<file path="config.mk">
export PLATFORM = sky130hd
export DESIGN_NAME = adc_sequencer_control
export DESIGN_NICKNAME = d
export VERILOG_FILES = /design/src/adc_seq_pkg.sv /design/src/adc_sequencer_control.sv
export SDC_FILE = /design/constraint.sdc
export NUM_CORES = 1
export LEC_CHECK = 0
export BUFFER_PORTS_ARGS = -buffer_cell sky130_fd_sc_hd__clkbuf_2
export CORE_MARGIN = 1
export CORE_UTILIZATION = 40
export DETAILED_ROUTE_END_ITERATION = 10
export SYNTH_ARGS = -nofsm -noshare
export SYNTH_HDL_FRONTEND = slang
export SYNTH_SLANG_ARGS = --single-unit
</file>
<file path="constraint.sdc">
create_clock -name pclk -period 3.5 [get_ports pclk]
set_input_delay 0.7 -clock pclk [delete_from_list [all_inputs] [get_ports pclk]]
set_output_delay 0.7 -clock pclk [all_outputs]
set_load 0.02 [all_outputs]
</file>
<file path="src/adc_seq_pkg.sv">
// package for the conversion sequencer: register map, field positions, timing counts
// assumes a 32-bit apb slave at pclk, one state equal to one pclk cycle
package adc_seq_pkg;

   // register byte offsets
   localparam logic [7:0] OFS_RESULT_BASE = 8'h00;  // eight result words, 0x00..0x1c
   localparam logic [7:0] OFS_CSR         = 8'h20;  // control/status
   localparam logic [7:0] OFS_CTRL        = 8'h24;  // control

   // control/status field positions
   localparam int CSR_DONE_POS = 7;
   localparam int CSR_IEN_POS  = 6;
   localparam int CSR_GO_POS   = 5;

   // control field positions
   localparam int CTRL_TRG_POS   = 6;
   localparam int CTRL_SWEEP_POS = 4;
   localparam int CTRL_SPEED_POS = 2;

   // reset values
   localparam logic [7:0] CSR_RESET  = 8'h00;
   localparam logic [7:0] CTRL_RESET = 8'h00;

   localparam logic [1:0] TRG_EXT_PIN = 2'b11;
   localparam logic [1:0] SWEEP_FOUR  = 2'b10;
   localparam logic [1:0] SWEEP_EIGHT = 2'b11;

   localparam int RESULT_BITS = 10;
   localparam int RESULT_POS  = 6;

   // timing counts in states, indexed by the speed select field
   localparam int SAMPLE_STATES [4] = '{127, 63, 31, 15};
   localparam int DELAY_MIN     [4] = '{18, 10, 6, 4};
   localparam int CONV_MAX      [4] = '{530, 266, 134, 68};
   localparam int SCAN_NEXT     [4] = '{512, 256, 128, 64};

   typedef enum logic [1:0] {
      ST_IDLE,
      ST_DELAY,
      ST_SAMPLE,
      ST_CONVERT
   } seq_state_e;

   typedef struct packed {
      logic [1:0] trig_src;
      logic [1:0] sweep;
      logic [1:0] speed;
   } ctrl_s;

   typedef struct packed {
      logic [3:0]             chan;
      logic                   start;
      logic [RESULT_BITS-1:0] data;
      logic                   valid;
   } core_s;

endpackage

</file>
<file path="src/adc_sequencer_control.sv">
// successive-approximation converter sequencer with apb register access
// assumes the analog core accepts a sample strobe and returns a result on core_done
//
// The register addresses and register access over APB are this design's own decisions.
`timescale 1ns/1ps

// Functional notes
// - speed field picks longest conversion 530, 266, 134 or 68 states
// - two lowest control bits read zero and ignore writes
// - ten-bit results, single mode and scan mode only
// - one write may set go bit with new channel and interrupt enable
// - single mode: each go converts the selected channel once
// - single result lands in that channel's result register
// - single completion sets done flag, interrupt when enabled
// - single mode go reads one during conversion, clears at end
// - clearing go mid-conversion aborts to idle
// - sweep 10 sweep_span up to four channels, 11 from input 0 up to the selected channel
// - four-channel group starts at input 0, 4, 8 or 12; eight at 0
// - each scanned result stored in its slot on completion, groups at 0, 8 and 12 sharing slots 0 to 3
// - end of group sets done, interrupt, restarts at first channel
// - scan never clears go; restart begins at group's first channel
// - after go: start delay, then sampling, then conversion
// - sampling 127/63/31/15, delay 18/10/6/4 minimum states
// - later scan conversions take 512/256/128/64 states fixed
// - trigger source 11: falling edge on trigger pin sets go
// - done interrupt asserted while done flag and enable are one
// - done interrupt also usable as transfer controller request
// - result in bits 15..6, low six bits read zero
// - done clears on zero write after reading one, or on dma read
// - sweep 0x single, 10 four-channel scan, 11 eight-channel scan
module adc_sequencer_control
   import adc_seq_pkg::*;
#(
   parameter int NUM_RESULTS = 8
) (
   input  wire logic        pclk,            // system clock
   input  wire logic        presetn,         // async reset, active low
   input  wire logic        psel,            // apb select
   input  wire logic        penable,         // apb enable
   input  wire logic        pwrite,          // apb direction
   input  wire logic [7:0]  paddr,           // apb byte address
   input  wire logic [31:0] pwdata,          // apb write data
   output logic      [31:0] prdata,          // apb read data
   output logic             pready,          // apb ready
   output logic             pslverr,         // apb error on unmapped address
   input  wire logic        ext_trigger_pin, // external start, falling edge
   input  wire logic        xfer_ack,        // transfer controller serving the request
   input  wire logic        core_done,       // core result valid strobe
   input  wire logic [9:0]  core_result,     // core result
   output logic             sample_strobe,   // begin sample-and-hold window
   output logic             convert_strobe,  // begin approximation
   output logic      [3:0]  mux_channel,     // analog input select
   output logic             conversion_done_irq // done interrupt and transfer request
);

   logic                   go_q;
   logic                   done_q;
   logic                   ien_q;
   logic [3:0]             chan_q;
   ctrl_s                  ctrl_q;
   logic                   done_seen_q;
   logic                   trig_q;
   seq_state_e             state_q;
   logic [9:0]             cnt_q;
   logic [9:0]             cnt_lim;
   logic [3:0]             cur_q;
   logic                   first_q;
   logic [RESULT_BITS-1:0] res_q [NUM_RESULTS];
   logic                   wr_en;
   logic                   rd_en;
   logic                   is_res;
   logic                   mapped;
   logic                   trig_fall;
   logic                   conv_end;
   logic                   last_chan;
   logic [3:0]             first_chan;
   logic                   at_lim;
   logic [RESULT_BITS-1:0] hold_q;
   logic                   held_q;

   function automatic logic [9:0] cyc(input int v);
      return 10'(v);
   endfunction

   // register index of a converted input: groups at 0, 8 and 12 share slots 0 to 3
   function automatic logic [2:0] slot(input logic [3:0] ch);
      return ch[3] ? {1'b0, ch[1:0]} : ch[2:0];
   endfunction

   assign wr_en   = psel && penable && pwrite;
   assign rd_en   = psel && penable && !pwrite;
   assign is_res  = (paddr < OFS_CSR) && (paddr[1:0] == 2'b00);
   assign mapped  = is_res || paddr == OFS_CSR || paddr == OFS_CTRL;
   assign pready  = 1'b1;
   assign pslverr = psel && penable && !mapped;

   assign trig_fall = trig_q && !ext_trigger_pin &&
                      ctrl_q.trig_src == TRG_EXT_PIN;

   always_ff @(posedge pclk or negedge presetn) begin
      if (!presetn) begin
         trig_q <= 1'b1;
      end else begin
         trig_q <= ext_trigger_pin;
      end
   end

   // four-channel scan keeps the group base, eight-channel starts at input 0
   always_comb begin
      if (ctrl_q.sweep == SWEEP_EIGHT) begin
         first_chan = 4'h0;
      end else if (ctrl_q.sweep == SWEEP_FOUR) begin
         first_chan = {chan_q[3:2], 2'b00};
      end else begin
         first_chan = chan_q;
      end
   end

   always_comb begin
      if (ctrl_q.sweep[1]) begin
         last_chan = cur_q == chan_q;
      end else begin
         last_chan = 1'b1;
      end
   end

   always_comb begin
      case (state_q)
         ST_DELAY:  cnt_lim = cyc(DELAY_MIN[ctrl_q.speed]);
         ST_SAMPLE: cnt_lim = cyc(SAMPLE_STATES[ctrl_q.speed]);
         ST_CONVERT: begin
            if (first_q) begin
               cnt_lim = cyc(CONV_MAX[ctrl_q.speed] - DELAY_MIN[ctrl_q.speed]
                             - SAMPLE_STATES[ctrl_q.speed]);
            end else begin
               cnt_lim = cyc(SCAN_NEXT[ctrl_q.speed]
                             - SAMPLE_STATES[ctrl_q.speed]);
            end
         end
         default:   cnt_lim = 10'h001;
      endcase
   end

   // first conversion ends on the core strobe or at its limit; later scan slots are fixed
   assign at_lim   = cnt_q >= cnt_lim - 10'h001;
   assign conv_end = state_q == ST_CONVERT && go_q &&
                     (first_q ? (core_done || at_lim) : at_lim);

   // an early core answer is held until its slot ends
   always_ff @(posedge pclk or negedge presetn) begin
      if (!presetn) begin
         hold_q <= '0;
         held_q <= 1'b0;
      end else if (conv_end || !go_q) begin
         held_q <= 1'b0;
      end else if (core_done) begin
         hold_q <= core_result;
         held_q <= 1'b1;
      end
   end

   // sequencing, every count in pclk cycles
   always_ff @(posedge pclk or negedge presetn) begin
      if (!presetn) begin
         state_q <= ST_IDLE;
         cnt_q   <= 10'h000;
         cur_q   <= 4'h0;
         first_q <= 1'b1;
      end else if (!go_q) begin
         state_q <= ST_IDLE;
         cnt_q   <= 10'h000;
         first_q <= 1'b1;
      end else begin
         case (state_q)
            ST_IDLE: begin
               state_q <= ST_DELAY;
               cur_q   <= first_chan;
               // the idle cycle after go counts as the first delay state
               cnt_q   <= 10'h001;
            end
            ST_DELAY, ST_SAMPLE: begin
               if (cnt_q >= cnt_lim - 10'h001) begin
                  cnt_q   <= 10'h000;
                  state_q <= state_q == ST_DELAY ? ST_SAMPLE : ST_CONVERT;
               end else begin
                  cnt_q <= cnt_q + 10'h001;
               end
            end
            ST_CONVERT: begin
               if (conv_end) begin
                  cnt_q   <= 10'h000;
                  first_q <= 1'b0;
                  state_q <= ST_SAMPLE;
                  cur_q   <= last_chan ? first_chan : cur_q + 4'h1;
               end else begin
                  cnt_q <= cnt_q + 10'h001;
               end
            end
            default: state_q <= ST_IDLE;
         endcase
      end
   end

   assign sample_strobe  = go_q && state_q == ST_DELAY && cnt_q >= cnt_lim - 10'h001;
   assign convert_strobe = go_q && state_q == ST_SAMPLE && cnt_q >= cnt_lim - 10'h001;
   assign mux_channel    = cur_q;

   // results; a latched value is kept until any channel sharing its slot is converted
   always_ff @(posedge pclk or negedge presetn) begin
      if (!presetn) begin
         for (int i = 0; i < NUM_RESULTS; i++) begin
            res_q[i] <= '0;
         end
      end else if (conv_end) begin
         res_q[slot(cur_q)] <= core_done ? core_result :
                               (held_q ? hold_q : '0);
      end
   end

   // go bit: software, trigger pin, auto clear in single mode
   always_ff @(posedge pclk or negedge presetn) begin
      if (!presetn) begin
         go_q <= 1'b0;
      end else if (trig_fall) begin
         go_q <= 1'b1;
      end else if (wr_en && paddr == OFS_CSR) begin
         go_q <= pwdata[CSR_GO_POS];
      end else if (conv_end && !ctrl_q.sweep[1]) begin
         go_q <= 1'b0;
      end
   end

   // done flag: set wins over a clearing write in the same cycle
   always_ff @(posedge pclk or negedge presetn) begin
      if (!presetn) begin
         done_q      <= 1'b0;
         done_seen_q <= 1'b0;
      end else begin
         if (conv_end && last_chan) begin
            done_q <= 1'b1;
         end else if (wr_en && paddr == OFS_CSR && !pwdata[CSR_DONE_POS] && done_seen_q) begin
            done_q <= 1'b0;
         end else if (xfer_ack && rd_en && is_res) begin
            done_q <= 1'b0;
         end
         if (rd_en && paddr == OFS_CSR) begin
            done_seen_q <= done_q;
         end else if (!done_q) begin
            done_seen_q <= 1'b0;
         end
      end
   end

   always_ff @(posedge pclk or negedge presetn) begin
      if (!presetn) begin
         ien_q  <= CSR_RESET[CSR_IEN_POS];
         chan_q <= CSR_RESET[3:0];
      end else if (wr_en && paddr == OFS_CSR) begin
         ien_q  <= pwdata[CSR_IEN_POS];
         chan_q <= pwdata[3:0];
      end
   end

   // low two control bits are not stored at all
   always_ff @(posedge pclk or negedge presetn) begin
      if (!presetn) begin
         ctrl_q <= ctrl_s'(CTRL_RESET[7:2]);
      end else if (wr_en && paddr == OFS_CTRL) begin
         ctrl_q <= ctrl_s'(pwdata[7:2]);
      end
   end

   assign conversion_done_irq = done_q && ien_q;

   // read data is a flop so that it stays stable through the access phase
   always_ff @(posedge pclk or negedge presetn) begin
      if (!presetn) begin
         prdata <= 32'h0000_0000;
      end else if (psel && !penable && !pwrite) begin
         if (is_res) begin
            prdata <= {16'h0000, res_q[paddr[4:2]], 6'h00};
         end else if (paddr == OFS_CSR) begin
            prdata <= {24'h000000, done_q, ien_q, go_q, 1'b0, chan_q};
         end else if (paddr == OFS_CTRL) begin
            prdata <= {24'h000000, ctrl_q, 2'b00};
         end else begin
            prdata <= 32'h0000_0000;
         end
      end
   end

endmodule

</file>
# == Yosys cells after proc, flatten, opt, wreduce, memory -nomap -nowiden ==
# Cells that the tools add are included.
# totals
output_inout_bits,41
word_cells,158
register_bits,155
in_bits,58
# classes
n_reduce_logical,48
order_cmp,6
n_bitwise,4
muxes,55
n_eq_ne,15
n_addsub,6
# op_table
cell,n
32-bit binary-select mux with 2-bit select,4
10-bit two-way mux,17
80-bit bitwise mux,1
10-bit one-hot mux with 3 select lines,2
32-bit two-way mux,1
10-bit binary-select mux with 3-bit select,1
10-bit demux with 3-bit select,1
10-bit subtractor,3
1-bit logical AND,26
"8-bit by 6-bit == test with 1-bit output, second input constant",2
1-bit two-way mux,16
8-bit two-way mux,2
4-bit two-way mux,3
"10-bit by 1-bit adder with 10-bit output, second input constant",1
"2-bit == test, second input constant",5
10-bit >= comparator,1
"10-bit by 1-bit subtractor with 10-bit output, second input constant",1
"4-bit >= comparator, second input constant",2
"8-bit by 6-bit less-than comparator with 1-bit output, second input constant",1
2-bit two-way mux,4
3-bit NOT with 4-bit output,2
4-bit one-hot mux with 2 select lines,1
1-bit logical NOT,7
"2-bit by 1-bit != test with 1-bit output, second input constant",3
other kinds (18),27

# == Longest topological paths before layout ==
# Gate-level depths: netlist (run 1).
# depth
ltp_word,17
ltp_mapped,16
mapped_depth_nobuf,15

# == Worst setup path after synthesis (run 1) ==
# No wires, ideal clock.
# synth_timing
kind,reg2reg
start,register ctrl_q[1] (netlist bit)
end,register res_q[40] (netlist bit)
period_less_slack_ps,3735
setup_slack_ps,-235
setup_time_ps,125
n_path_buf,2
arrival_ps,3610
path_stages_with_launch,16
cell_sequence,dfrtp_1 clkbuf_1 inv_1 ha_1 a22oi_1 nor2_1 nor4_1 o21ai_0 a32oi_1 ha_1 a41o_1 a221oi_1 nand2_1 buf_4 nand4_2 mux2_2
# synth_between
elab_chain_cells,13
# synth_rtl
item,line_no,source
start: declaration,adc_sequencer_control.sv:60,ctrl_s ctrl_q;
start signal: assignment,adc_sequencer_control.sv:267,ctrl_q <= ctrl_s'(CTRL_RESET[7:2]);
start signal: assignment,adc_sequencer_control.sv:269,ctrl_q <= ctrl_s'(pwdata[7:2]);
2-bit NOT with 3-bit output (implied by the code) (*),--,
"32-bit binary-select mux with 2-bit select, on equally long branches","adc_sequencer_control.sv:133, adc_sequencer_control.sv:129",
"10-bit two-way mux, on equally long branches (2 in a row)","adc_sequencer_control.sv:133, adc_sequencer_control.sv:129",
10-bit subtractor,adc_sequencer_control.sv:133,cnt_lim = cyc(CONV_MAX[ctrl_q.speed] - DELAY_MIN[ctrl_q.speed]
10-bit subtractor,adc_sequencer_control.sv:134,- SAMPLE_STATES[ctrl_q.speed]);
10-bit two-way mux,adc_sequencer_control.sv:132,if (first_q) begin
10-bit one-hot mux with 3 select lines (*),adc_sequencer_control.sv:128,case (state_q)
10-bit by 1-bit subtractor with 10-bit output (*),adc_sequencer_control.sv:145,assign at_lim = cnt_q >= cnt_lim - 10'h001;
10-bit >= comparator (*),adc_sequencer_control.sv:145,
1-bit logical OR,adc_sequencer_control.sv:147,(first_q ? (core_done || at_lim) : at_lim);
1-bit two-way mux (*),adc_sequencer_control.sv:147,
1-bit logical AND (*),adc_sequencer_control.sv:146,assign conv_end = state_q == ST_CONVERT && go_q &&
end signal: indexed assignment,adc_sequencer_control.sv:215,res_q[slot(cur_q)] <= core_done ? core_result :
end: declaration,adc_sequencer_control.sv:68,logic [RESULT_BITS-1:0] res_q [NUM_RESULTS];
# Every way passes the cells marked *; elsewhere a longest branch is shown, timed or not. The select of a mux whose other input is x is not followed.
# A chain may end at the register's enable or synchronous reset.

# == Worst setup path in the final report (run 1) ==
# layout_timing
start,register ctrl_q[1] (netlist bit)
end,output sample_strobe
# layout_between
elab_chain_cells,11
# layout_rtl
item,line_no,source
2-bit NOT with 3-bit output (implied by the code) (*),--,
"32-bit binary-select mux with 2-bit select, on equally long branches","adc_sequencer_control.sv:133, adc_sequencer_control.sv:129",
"10-bit two-way mux, on equally long branches (2 in a row)","adc_sequencer_control.sv:133, adc_sequencer_control.sv:129",
10-bit subtractor,adc_sequencer_control.sv:133,
10-bit subtractor,adc_sequencer_control.sv:134,
10-bit two-way mux,adc_sequencer_control.sv:132,
10-bit one-hot mux with 3 select lines (*),adc_sequencer_control.sv:128,
10-bit by 1-bit subtractor with 10-bit output (*),adc_sequencer_control.sv:204,assign sample_strobe = go_q && state_q == ST_DELAY && cnt_q >= cnt_lim - 10'h001;
10-bit >= comparator (*),adc_sequencer_control.sv:204,
1-bit logical AND (*),adc_sequencer_control.sv:204,
end: declaration,adc_sequencer_control.sv:50,"output logic sample_strobe,"
# Marked as above.

==> results of run 1 <==
==> state kept, by name (all words and copies together) (netlist names) <==
name         flops
chan_q           4
cnt_q           10
ctrl_q           6
done_q           1
done_seen_q      1
first_q          1
go_q             1
held_q           1
hold_q          10
ien_q            1
mux_channel      4
prdata          16
res_q           80
state_q          2
trig_q           1
==> logic make-up after synthesis <==
group                      after synthesis  synth area share
xor gates and xnor gates                19            0.0233
DFF                                    139             0.486
and+or+nand+nor                        116            0.0876
buffers and inverters                   56            0.0397
adders and majority gates               23            0.0402
muxes                                  138             0.245
AOI/OAI and AO/OA                       78            0.0764
other                                    2           0.00105
==> worst paths after layout <==
kind / from / end / slack (ps)
max in group asynchronous: presetn / res_q[36] / 2360
max reg2reg: ctrl_q[1] / res_q[30] / -330
min in group pclk: ext_trigger_pin / trig_q / 380
min: presetn / cnt_q[4] / 340
min reg2reg: prdata[3] / prdata[3] / 480
max: ctrl_q[1] / sample_strobe / -350
==> worst max-delay path, stage by stage (launching register included) <==
cell and delay [ps]:
dfrtp_2 460, ha_4 190, nor2b_4 120, nor2b_4 110
o211ai_1 260, buf_4 160, nor2_2 30, xnor2_1 120
ha_2 190, a2111o_1 400, a21o_2 210, and2_4 170
nor2_4 100, nor2_1 60, buf_4 150
==> cell type report <==
cell class / instances / area [sq um] / share of cell area
repair buffers: 132 / 1240 / 0.128
well taps: 225 / 282 / 0.0289
clock inverters: 11 / 180 / 0.0185
clock buffers: 20 / 467 / 0.0479
inverters: 16 / 60.1 / 0.00616
flip-flops and latches: 139 / 3480 / 0.358
multi-input cells: 391 / 4030 / 0.413
==> timing repair <==
action / 4_1_cts / 5_1_grt
pin swaps: 20 / 3
endpoints found under the setup margin: 92 / 110
buffers inserted: 16 / 1
gates resized for setup: 157 / 14
cloned: 8 / 0
==> power by group through the flow <==
stage | logic (mW) | registers (mW) | clock network, mW
CTS | 0.327 | 1.68 | 2.00
global placement | 0.272 | 1.70 | 0
floorplan | 0.170 | 1.70 | 0
global route | 0.358 | 1.69 | 2.08
finish | 0.328 | 1.68 | 1.97
detailed placement | 0.280 | 1.71 | 0
==> layer usage <==
metal	track usage	vias to the layer above	share of wire
met5	0	-	0
met1	0.297	2549	0.46
met2	0.347	129	0.49
li1	-	2305	-
met3	0.0441	20	0.044
met4	0.0593	0	0.011
==> cell usage after synthesis (all sizes together), types with 3 or more instances <==
| master | instances | share of area |
|---|---|---|
| or3 | 4 | 0.0035 |
| xor2 | 9 | 0.011 |
| mux2 | 100 | 0.16 |
| o31ai | 3 | 0.0031 |
| and3 | 6 | 0.0052 |
| o21ai | 25 | 0.017 |
| mux2i | 18 | 0.025 |
| xnor2 | 10 | 0.012 |
| mux4 | 20 | 0.063 |
| ha | 23 | 0.040 |
| a22o | 10 | 0.012 |
| nand4 | 6 | 0.0087 |
| clkbuf | 14 | 0.0073 |
| o22ai | 3 | 0.0045 |
| inv | 16 | 0.0084 |
| a21oi | 13 | 0.0091 |
| nand2 | 35 | 0.018 |
| nor2 | 26 | 0.014 |
| nor2b | 6 | 0.0052 |
| nand3 | 16 | 0.015 |
| dfrtp | 137 | 0.48 |
| a221oi | 3 | 0.0037 |
| buf | 26 | 0.024 |
| and2 | 4 | 0.0038 |
| o22a | 3 | 0.0037 |
| a211oi | 3 | 0.0049 |
==> per-stage QoR <==
stage	setup TNS [ps]	power [mW]	std cells	util	instance area, sq um
after CTS	-16160	4.01	933	0.557	9670
after detailed placement	-6330	1.99	878	0.466	8090
after global placement	-4390	1.98	878	0.466	8090
after floorplan	-756	1.87	586	-	7220
after global routing	-43810	4.12	934	0.561	9750
final	-24430	3.98	934	0.561	9750
==> impl_results.md, run 1 <==
- Total GRT Usage: 0.216
- Wire length per cell: just under 20 um
- Routed wire length: about 18 mm
- CP Data Arrival Time: around 3200 ps
- Critical-path maximum fanout: 4
- Commonest non-fill, non-tap cells in the layout: 134 x dfrtp_1, 90 x mux2_4, 54 x clkbuf_2
- Overflow after GRT: 0
- Worst r2r path cells: 21
- Die width: about 140 um
- Nature of the critical path endpoint: output port
- Layout area overhead: 36.2%
- Hold slack final: between 300 and 400 ps
- DR iter-0 viols: approximately 240
- Share of cells above drive strength 1: 0.474
- Kind of critical path: flop to output port
- Mean post-synth cell area: 12.5 sq um
- Leakage: approximately 4.8 nW
- Switching power total: 0.953 mW
- Worst Setup Start Kind: flop
- Vias per inst: roughly 5.4
- Clk pwr share: 0.495
- Max-cap violation count: 0
- Vias: between 5k and 6k
- GPL Wtd Cong: about 0.85
- Power per cell area: 408 nW/um^2
- H-Tree Depth: 4
- FP Rows: 48
- Total CTS buffers: 17
- Core Region: around 17000 sq um
- DR pass1 iterations: 4
- Initial antenna violation count: 0
- Commonest non-fill, non-tap cell in the layout: dfrtp_1
- Combinational power share: 0.083
- Hold Path Class: input port to async pin
- Clk Latency, worst-skew pair: 420 ps
- Worst rel slew slack: 0.419
- Final Hold Viols: 0
- Setup Viol. Count Final: 96
- Final HPWL DP: ~11 mm
- I/O Pins: 99
- Vias in the first global route: ~5.2k
- IO buf count: 57
- CTS tree: built
- Distinct cells, synth: 57
- Setup slack after layout: -353 ps
- Failing checks: negative setup slack
- Seq pwr share: 0.423
- Syn Inst Count: roughly 570
- WP data required: between 2000 and 3000 ps
- First-pass GRT wire length: between 20 and 30 mm
- Sequential-to-total area share from yosys stat: 0.486
- Max Fclk: 260 MHz
- Pint: around 3.0 mW
- Post-Syn Area: 7160 sq um
- Clk slew on worst S/H paths: roughly 60 ps
- Switching Share: 0.240
- FFs w/ async S/R, synth: 1.00
- Outcome: finished, violations left
- Max-slew violation count: 0
- Initial Util: 0.412
- Setup Skew: approximately 8.9 ps
- Worst Max-Slew Pin Slew: 872 ps
- Filler cells: ~1.4k
- Max Root-Sink Buffers: 2
- DRC Markers: 0
- Root Driver: clkbuf_16
- Largest net degree at the start of global routing: 81
- Antenna cells: 0
- RSZ-0062 raised after global routing: true
- Die ar.: 18400 sq um
- Yosys reg bits: 139
- Dpl ws: -125 ps
- Post-synth EDFFs: 0
- Main flop type after synthesis: dfrtp_1
- Die H: roughly 140 um
- Clock tree sinks: ~140
- Total Nets Final: around 780
- Min Clock Period, post-route: a little under 4000 ps
- Antenna-violating nets left: 0
- Synth warn: 0
- Final period util: 1.10
- Hold_buf cts: 0
- Maximum VDD drop: about 0.00039 V
Power figures use the tool's default switching activity.
==> inputs of run 2 (changes only) <==
- CORE_UTILIZATION: 40 -> 52
- PLACE_DENSITY: unset -> 0.76
==> run 2 against run 1 <==
  * The run still ends with negative setup slack left
  * Final area fell by 4.9%
  * Final cell count fell by 4.7%
  * Sequential cell count did not move
  * Routed wire length fell by 3.3%
  * Via count rose by 2.5%
  * Clock-buffer cell count rose by 3
  * Non-clock buffer count rose by 4
  * Clock skew rose by 1.0 ps
  * Die area fell by 23%
  * Maximum frequency fell by 4.3%
==> impl_results.md, run 2 (synthesis results as in run 1) <==
- Outcome: finished, violations left
- Failing checks: negative setup slack
- IO buf count: 57 (unchanged)
- Placed cell areas: 8010 sq um (-1.0%)
- Number of flip-flops under the largest register name: 80 (unchanged)
- Worst rel slew slack: 0.525 (+0.106)
- CTS tree: built
- Biggest regs: res_q x80, prdata x16
- R2r setup slk: -390 ps (-60 ps)
- Routed wire length: 17.8 mm (-3.3%)
- CP startpoint: ctrl_q[1]
- Vias: 5128 (+2.5%)
- Largest net degree at the start of global routing: 67 (-17%)
- Setup slack after layout: -524 ps (-171 ps)
- Critical Path, Cell by Cell: ha_4, nor2b_4, nor2b_1, o211ai_1, buf_4, nor4_4, o21ai_1, a32oi_2, ha_4, buf_6, nor2_2, nand2_1, a21o_2, and2_4, nor2_4, nor2_1, buf_4
- Core Region: 13300 sq um (-23%)
- WP data required: 2800 ps (about the same)
- Family with the most delay on the worst path: simple AND/OR/NAND/NOR gates
- Commonest non-fill, non-tap cell in the layout: dfrtp_1
- Max Root-Sink Buffers: 2 (unchanged)
- First-pass GRT wire length: 27.7 mm (-6.5%)
- Layout area overhead: 29.6%
- Initial antenna violation count: 0 (unchanged)
- Final Hold Viols: 0 (unchanged)
- Dpl cells: 831 (-5.4%)
- Maximum VDD drop: 0.000390 V (-0.75%)
- Hold_buf cts: 0 (unchanged)
- Max-slew violation count: 0 (unchanged)
- Root Driver: clkbuf_16
- Dpl ws: -190 ps (-65.1 ps)
- Total GRT Usage: 0.262 (+0.0452)
- FP Rows: 42 (-13%)
- Die H: 119 um (-12%)
- RSZ-0062 raised after global routing: true
- Setup Skew: 9.88 ps (+1.03 ps)
- DR iter-0 viols: 285 (+17%)
- H-Tree Depth: 4 (unchanged)
- Wire length per cell: 20.0 um (+1.5%)
- Largest Register: res_q
- Clock tree sinks: 139 (unchanged)
- Final instance area: 9270 sq um (-4.9%)
- RR Startpoint: ctrl_q[1]
- Power per cell area: 409 nW/um^2 (+0.16%)
- Max-cap violation count: 0 (unchanged)
- DR pass1 iterations: 4 (unchanged)
- Clk slew on worst S/H paths: 60 ps (about the same)
- Antenna cells: 0 (unchanged)
- Vias per inst: 5.76 (+7.6%)
- Critical-path maximum fanout: 4 (unchanged)
- Final Non-Filler Cells: 890 (-4.7%)
- Total CTS buffers: 17 (unchanged)
- Min Clock Period, post-route: 4020 ps (+171 ps)
- CP peak stage delay: 440 ps (-20 ps)
- GPL Wtd Cong: 0.837 (-1.2%)
- Worst Setup Start Kind: flop
- Leakage: 4.44 nW (-6.7%)
- Overflow after GRT: 0 (unchanged)
- Share of cells above drive strength 1: 0.486 (+0.0121)
- Max Fclk: 248 MHz (-4.3%)
- Total Nets Final: 782 (+0.51%)
- Hold Path Class: input port to async pin
- Commonest non-fill, non-tap cells in the layout: 136 x dfrtp_1, 89 x mux2_2, 60 x buf_4
- I/O Pins: 99 (unchanged)
- Setup Viol. Count Final: 98 (+2.1%)
- Antenna-violating nets left: 0 (unchanged)
- Vias in the first global route: 5094 (-2.7%)
- Slowest CP cell: dfrtp_2
- Final period util: 1.15 (+0.0490)
- CP Data Arrival Time: 3320 ps (+170 ps)
- Kind of critical path: flop to output port
- Initial Util: 0.536 (+0.124)
- Clk Latency, worst-skew pair: 430 ps (about the same)
- Die width: 119 um (-12%)
- DRC Markers: 0 (unchanged)
- Nature of the critical path endpoint: output port
- Worst Max-Slew Pin Slew: 713 ps (-159 ps)
- Die ar.: 14200 sq um (-23%)
- Final HPWL DP: 11.0 mm (-1.5%)
- Crit path buf inv count: 3 (+1)
==> run 2: changes by cell type in the layout (fill, tap and decap cells not counted), moves of 5 or more <==
cell	delta
buf_6	-9
mux2_4	-79
mux2_2	+79
buf_4	+20
nor2_1	-5
==> run 2: metal layers <==
| metal | global-route usage | part of all wire |
|---|---|---|
| met1 | 0.350 | 0.44 |
| met2 | 0.416 | 0.48 |
| met3 | 0.0637 | 0.052 |
| met4 | 0.0945 | 0.028 |
| met5 | 0 | 0 |
==> run 2: power breakdown <==
part / internal (mW) / switching (mW)
clock: 1.09 / 0.693
sequential: 1.64 / 0.0487
combinational: 0.134 / 0.193
total: 2.86 / 0.935
==> run 2: path summary, 6_finish.rpt <==
kind | endpoint | cells after the start
max in group asynchronous | res_q[6] | 2
hold reg to reg | prdata[9] | 2
setup reg to reg | res_q[56] | 18
hold / removal | state_q[0] | 1
min in group pclk | trig_q | 1
setup / recovery | sample_strobe | 17
==> run 2: stage by stage <==
step | utilization | hold slack, ps | setup TNS, ps | power [mW]
finish | 0.695 | 256 | -29040 | 3.79
global route | 0.695 | 307 | -48400 | 3.90
CTS | 0.671 | 277 | -30130 | 3.77
detailed placement | 0.600 | 472 | -14320 | 1.98
global placement | 0.600 | 457 | -13830 | 1.97
floorplan | - | 404 | -756 | 1.87
==> run 2: cell type report <==
cell class | count | area (sq um)
Fill cell | 900 | 4080
Multi-Input combinational cell | 391 | 3800
Sequential cell | 139 | 3480
Timing Repair Buffer | 136 | 1130
Clock buffer | 23 | 468
Tap cell | 176 | 220
Clock inverter | 9 | 115
Inverter | 16 | 62.6
==> run 2: worst register-to-register path, cell delays in order (launching register included) <==
cell	delay, ps
dfrtp_2	440
ha_4	170
nor2b_4	140
nor2b_1	150
o211ai_1	120
buf_4	160
nor4_4	270
o21ai_1	140
a32oi_2	300
ha_4	250
a41o_1	200
buf_4	160
a221oi_2	340
nand2_4	80
buf_8	150
buf_4	150
nand3_2	70
buf_12	150
mux2_2	340
==> run 2: repair_timing <==
action	4_1_cts	5_1_grt
gates resized for setup	33	58
buffers inserted	15	11
pin swaps	13	21
cloned	4	1
endpoints found under the setup margin	92	112
==> inputs of run 3 (changes only) <==
- CELL_PAD_IN_SITES_DETAIL_PLACEMENT: unset -> 0
- CELL_PAD_IN_SITES_GLOBAL_PLACEMENT: unset -> 2
- CORE_UTILIZATION: 52 -> 39
- PLACE_DENSITY: 0.76 -> 0.79
- clock period: 3.5 -> 3.95 ns (I/O delays scaled with it)
==> run 3 against run 2 <==
  * The flow still finishes with violations (negative setup slack)
  * Routed wire length is 7.3% lower
  * Clock-buffer cell count decreased by 6
  * Critical path depth fell by 1
  * Critical path type unchanged
==> impl_results.md, run 3 (synthesis results as in run 1) <==
- FF-to-FF End: res_q[8]
- Number of flip-flops under the largest register name: 80 (unchanged)
- CP Depth: 16 (-1)
- Wire length per cell: 18.4 um (-7.9%)
- Maximum VDD drop: 0.000341 V (-12%)
- Largest net degree at the start of global routing: 75 (+12%)
- R2r setup slk: 130 ps (+520 ps)
- Initial Util: 0.398 (-0.138)
- GPL Wtd Cong: 0.757 (-9.6%)
- Worst r2r path cells: 17 (-1)
- WP data required: 3160 ps (+360 ps)
- Nature of the critical path endpoint: output port
- RR Startpoint: ctrl_q[1]
- Die ar.: 18900 sq um (+33%)
- Dpl cells: 845 (+1.7%)
- Routed wire length: 16.5 mm (-7.3%)
- Vias per inst: 5.35 (-7.1%)
- Critical-path maximum fanout: 4 (unchanged)
- Core Util, Final: 0.485 (-0.210)
- Family with the most delay on the worst path: simple AND/OR/NAND/NOR gates
- Antenna cells: 0 (unchanged)
- Kind of critical path: flop to output port
- DR iter-0 viols: 187 (-34%)
- Antenna-violating nets left: 0 (unchanged)
- Total GRT Usage: 0.190 (-0.0713)
- Share of cells above drive strength 1: 0.446 (-0.0400)
- Root Driver: clkbuf_16
- IO buf count: 57 (unchanged)
- RSZ-0062 raised after global routing: true
- Met3 GRT Util: 0.0405 (-0.0232)
- Final period util: 1.02
- Max Fclk: 247 MHz
- Crit path buf inv count: 5 (+2)
- CTS tree: built
- DR pass1 iterations: 4 (unchanged)
- Multi-input gate area: 3640 sq um (-4.2%)
- Final Non-Filler Cells: 895 (+0.56%)
- Clk slew on worst S/H paths: 60 ps (about the same)
- Overflow after GRT: 0 (unchanged)
- H-Tree Depth: 4 (unchanged)
- Final HPWL DP: 10.9 mm (-0.25%)
- Hold slack final: 351 ps (+95.0 ps)
- Layout area overhead: 21.7%
- Setup Viol. Count Final: 2 (-98%)
- Clk Latency, worst-skew pair: 430 ps (about the same)
- First-pass GRT wire length: 26.5 mm (-4.5%)
- Leakage: 4.11 nW (-7.4%)
- Placed cell areas: 7740 sq um (-3.4%)
- Setup Skew: 9.64 ps (-0.247 ps)
- GR peak layer: met2
- Die H: 137 um (+15%)
- Worst rel slew slack: 0.400 (-0.125)
- Core Region: 18000 sq um (+35%)
- CP peak stage delay: 460 ps (+20 ps)
- Slowest CP cell: dfrtp_2
- CP startpoint: ctrl_q[1]
- Initial antenna violation count: 0 (unchanged)
- Critical Path, Cell by Cell: inv_4, ha_4, a22oi_2, nor2_2, nor4_2, buf_4, o21ai_2, a32oi_2, ha_4, buf_6, buf_4, a41o_1, and2_4, nor2_4, nor2_2, buf_6
- M1 GR Usage: 0.238 (-0.112)
- Hold Path Class: input port to async pin
- Setup TNS: -161 ps (+28880 ps)
- Die width: 137 um (+15%)
- Commonest non-fill, non-tap cells in the layout: 135 x dfrtp_1, 100 x mux2_2, 54 x clkbuf_2
- Worst Setup Start Kind: flop
- Max-cap violation count: 0 (unchanged)
- I/O Pins: 99 (unchanged)
- Filler cells: 1582 (+76%)
- Outcome: finished, violations left
- CP Data Arrival Time: 3250 ps (-70 ps)
- Final Hold Viols: 0 (unchanged)
- FP Rows: 49 (+17%)
- CP Capture Point: convert_strobe
- Failing checks: negative setup slack
- Power per cell area: 383 nW/um^2 (-6.3%)
- Min Clock Period, post-route: ~4000 ps
- Overall power: 3.34 mW (-12%)
- Vias in the first global route: 4884 (-4.1%)
- Dpl ws: -67.7 ps (+123 ps)
- Commonest non-fill, non-tap cell in the layout: dfrtp_1
- Total Nets Final: 734 (-6.1%)
- Biggest regs: res_q x80, prdata x16
- Vias: 4789 (-6.6%)
- Largest Register: res_q
- Final instance area: 8710 sq um (-6.0%)
- DRC Markers: 0 (unchanged)
- Clock tree sinks: 139 (unchanged)
- Total CTS buffers: 17 (unchanged)
- Max Root-Sink Buffers: 2 (unchanged)
- Max-slew violation count: 0 (unchanged)
- FF+latch area: 3480 sq um (about the same)
- Met2 GRT Util: 0.326 (-0.0893)
- Setup slack after layout: -93.1 ps (+431 ps)
- Worst Max-Slew Pin Slew: 900 ps (+187 ps)
==> run 3: layout make-up <==
class / instances / share of cell area
Tap cell: 229 / 0.0329
Sequential cell: 139 / 0.400
Clock inverter: 15 / 0.0201
Timing Repair Buffer: 88 / 0.0734
Multi-Input combinational cell: 391 / 0.417
Clock buffer: 17 / 0.0488
Inverter: 16 / 0.00747
==> run 3: report_power, final <==
part	switching, mW	internal, mW	leakage (nW)	total, mW
Combinational	0.158	0.0922	1.90	0.250
Sequential	0.0386	1.45	1.92	1.49
Clock	0.701	0.902	0.288	1.60
==> run 3: worst register-to-register path, delay by kind of cell (launching register included) <==
kind | cells | cell delay (ps)
AO/OA/AOI/OAI | 5 | 1060
buffers and inverters | 5 | 800
AND/OR/NAND/NOR | 4 | 590
flip-flops | 1 | 460
adder cells (fa/ha/maj) | 2 | 460
multiplexers | 1 | 350
==> run 3: worst min-delay path by stage <==
stage,to,slack [ps],cells past startpoint
4_1_cts,cnt_q[2],380,1
6_report,cnt_q[2],350,1
5_1_grt,cnt_q[2],390,1
3_3_place_gp,prdata[2],460,2
2_1_floorplan,res_q[10],470,1
3_5_place_dp,prdata[2],470,2
==> run 3: routing by layer <==
layer	wire length, um	vias to the layer above
met5	0	-
met4	264	0
met2	8230	81
met1	7450	2465
li1	-	2221
met3	566	22
==> run 3: timing repair <==
action / 4_1_cts / 5_1_grt
buffers inserted: 12 / 6
hold buffers: 0 / 0
pin swaps: 15 / 10
gates resized for setup: 41 / 16
endpoints found under the setup margin: 68 / 56
endpoints found under the hold margin: 0 / 0
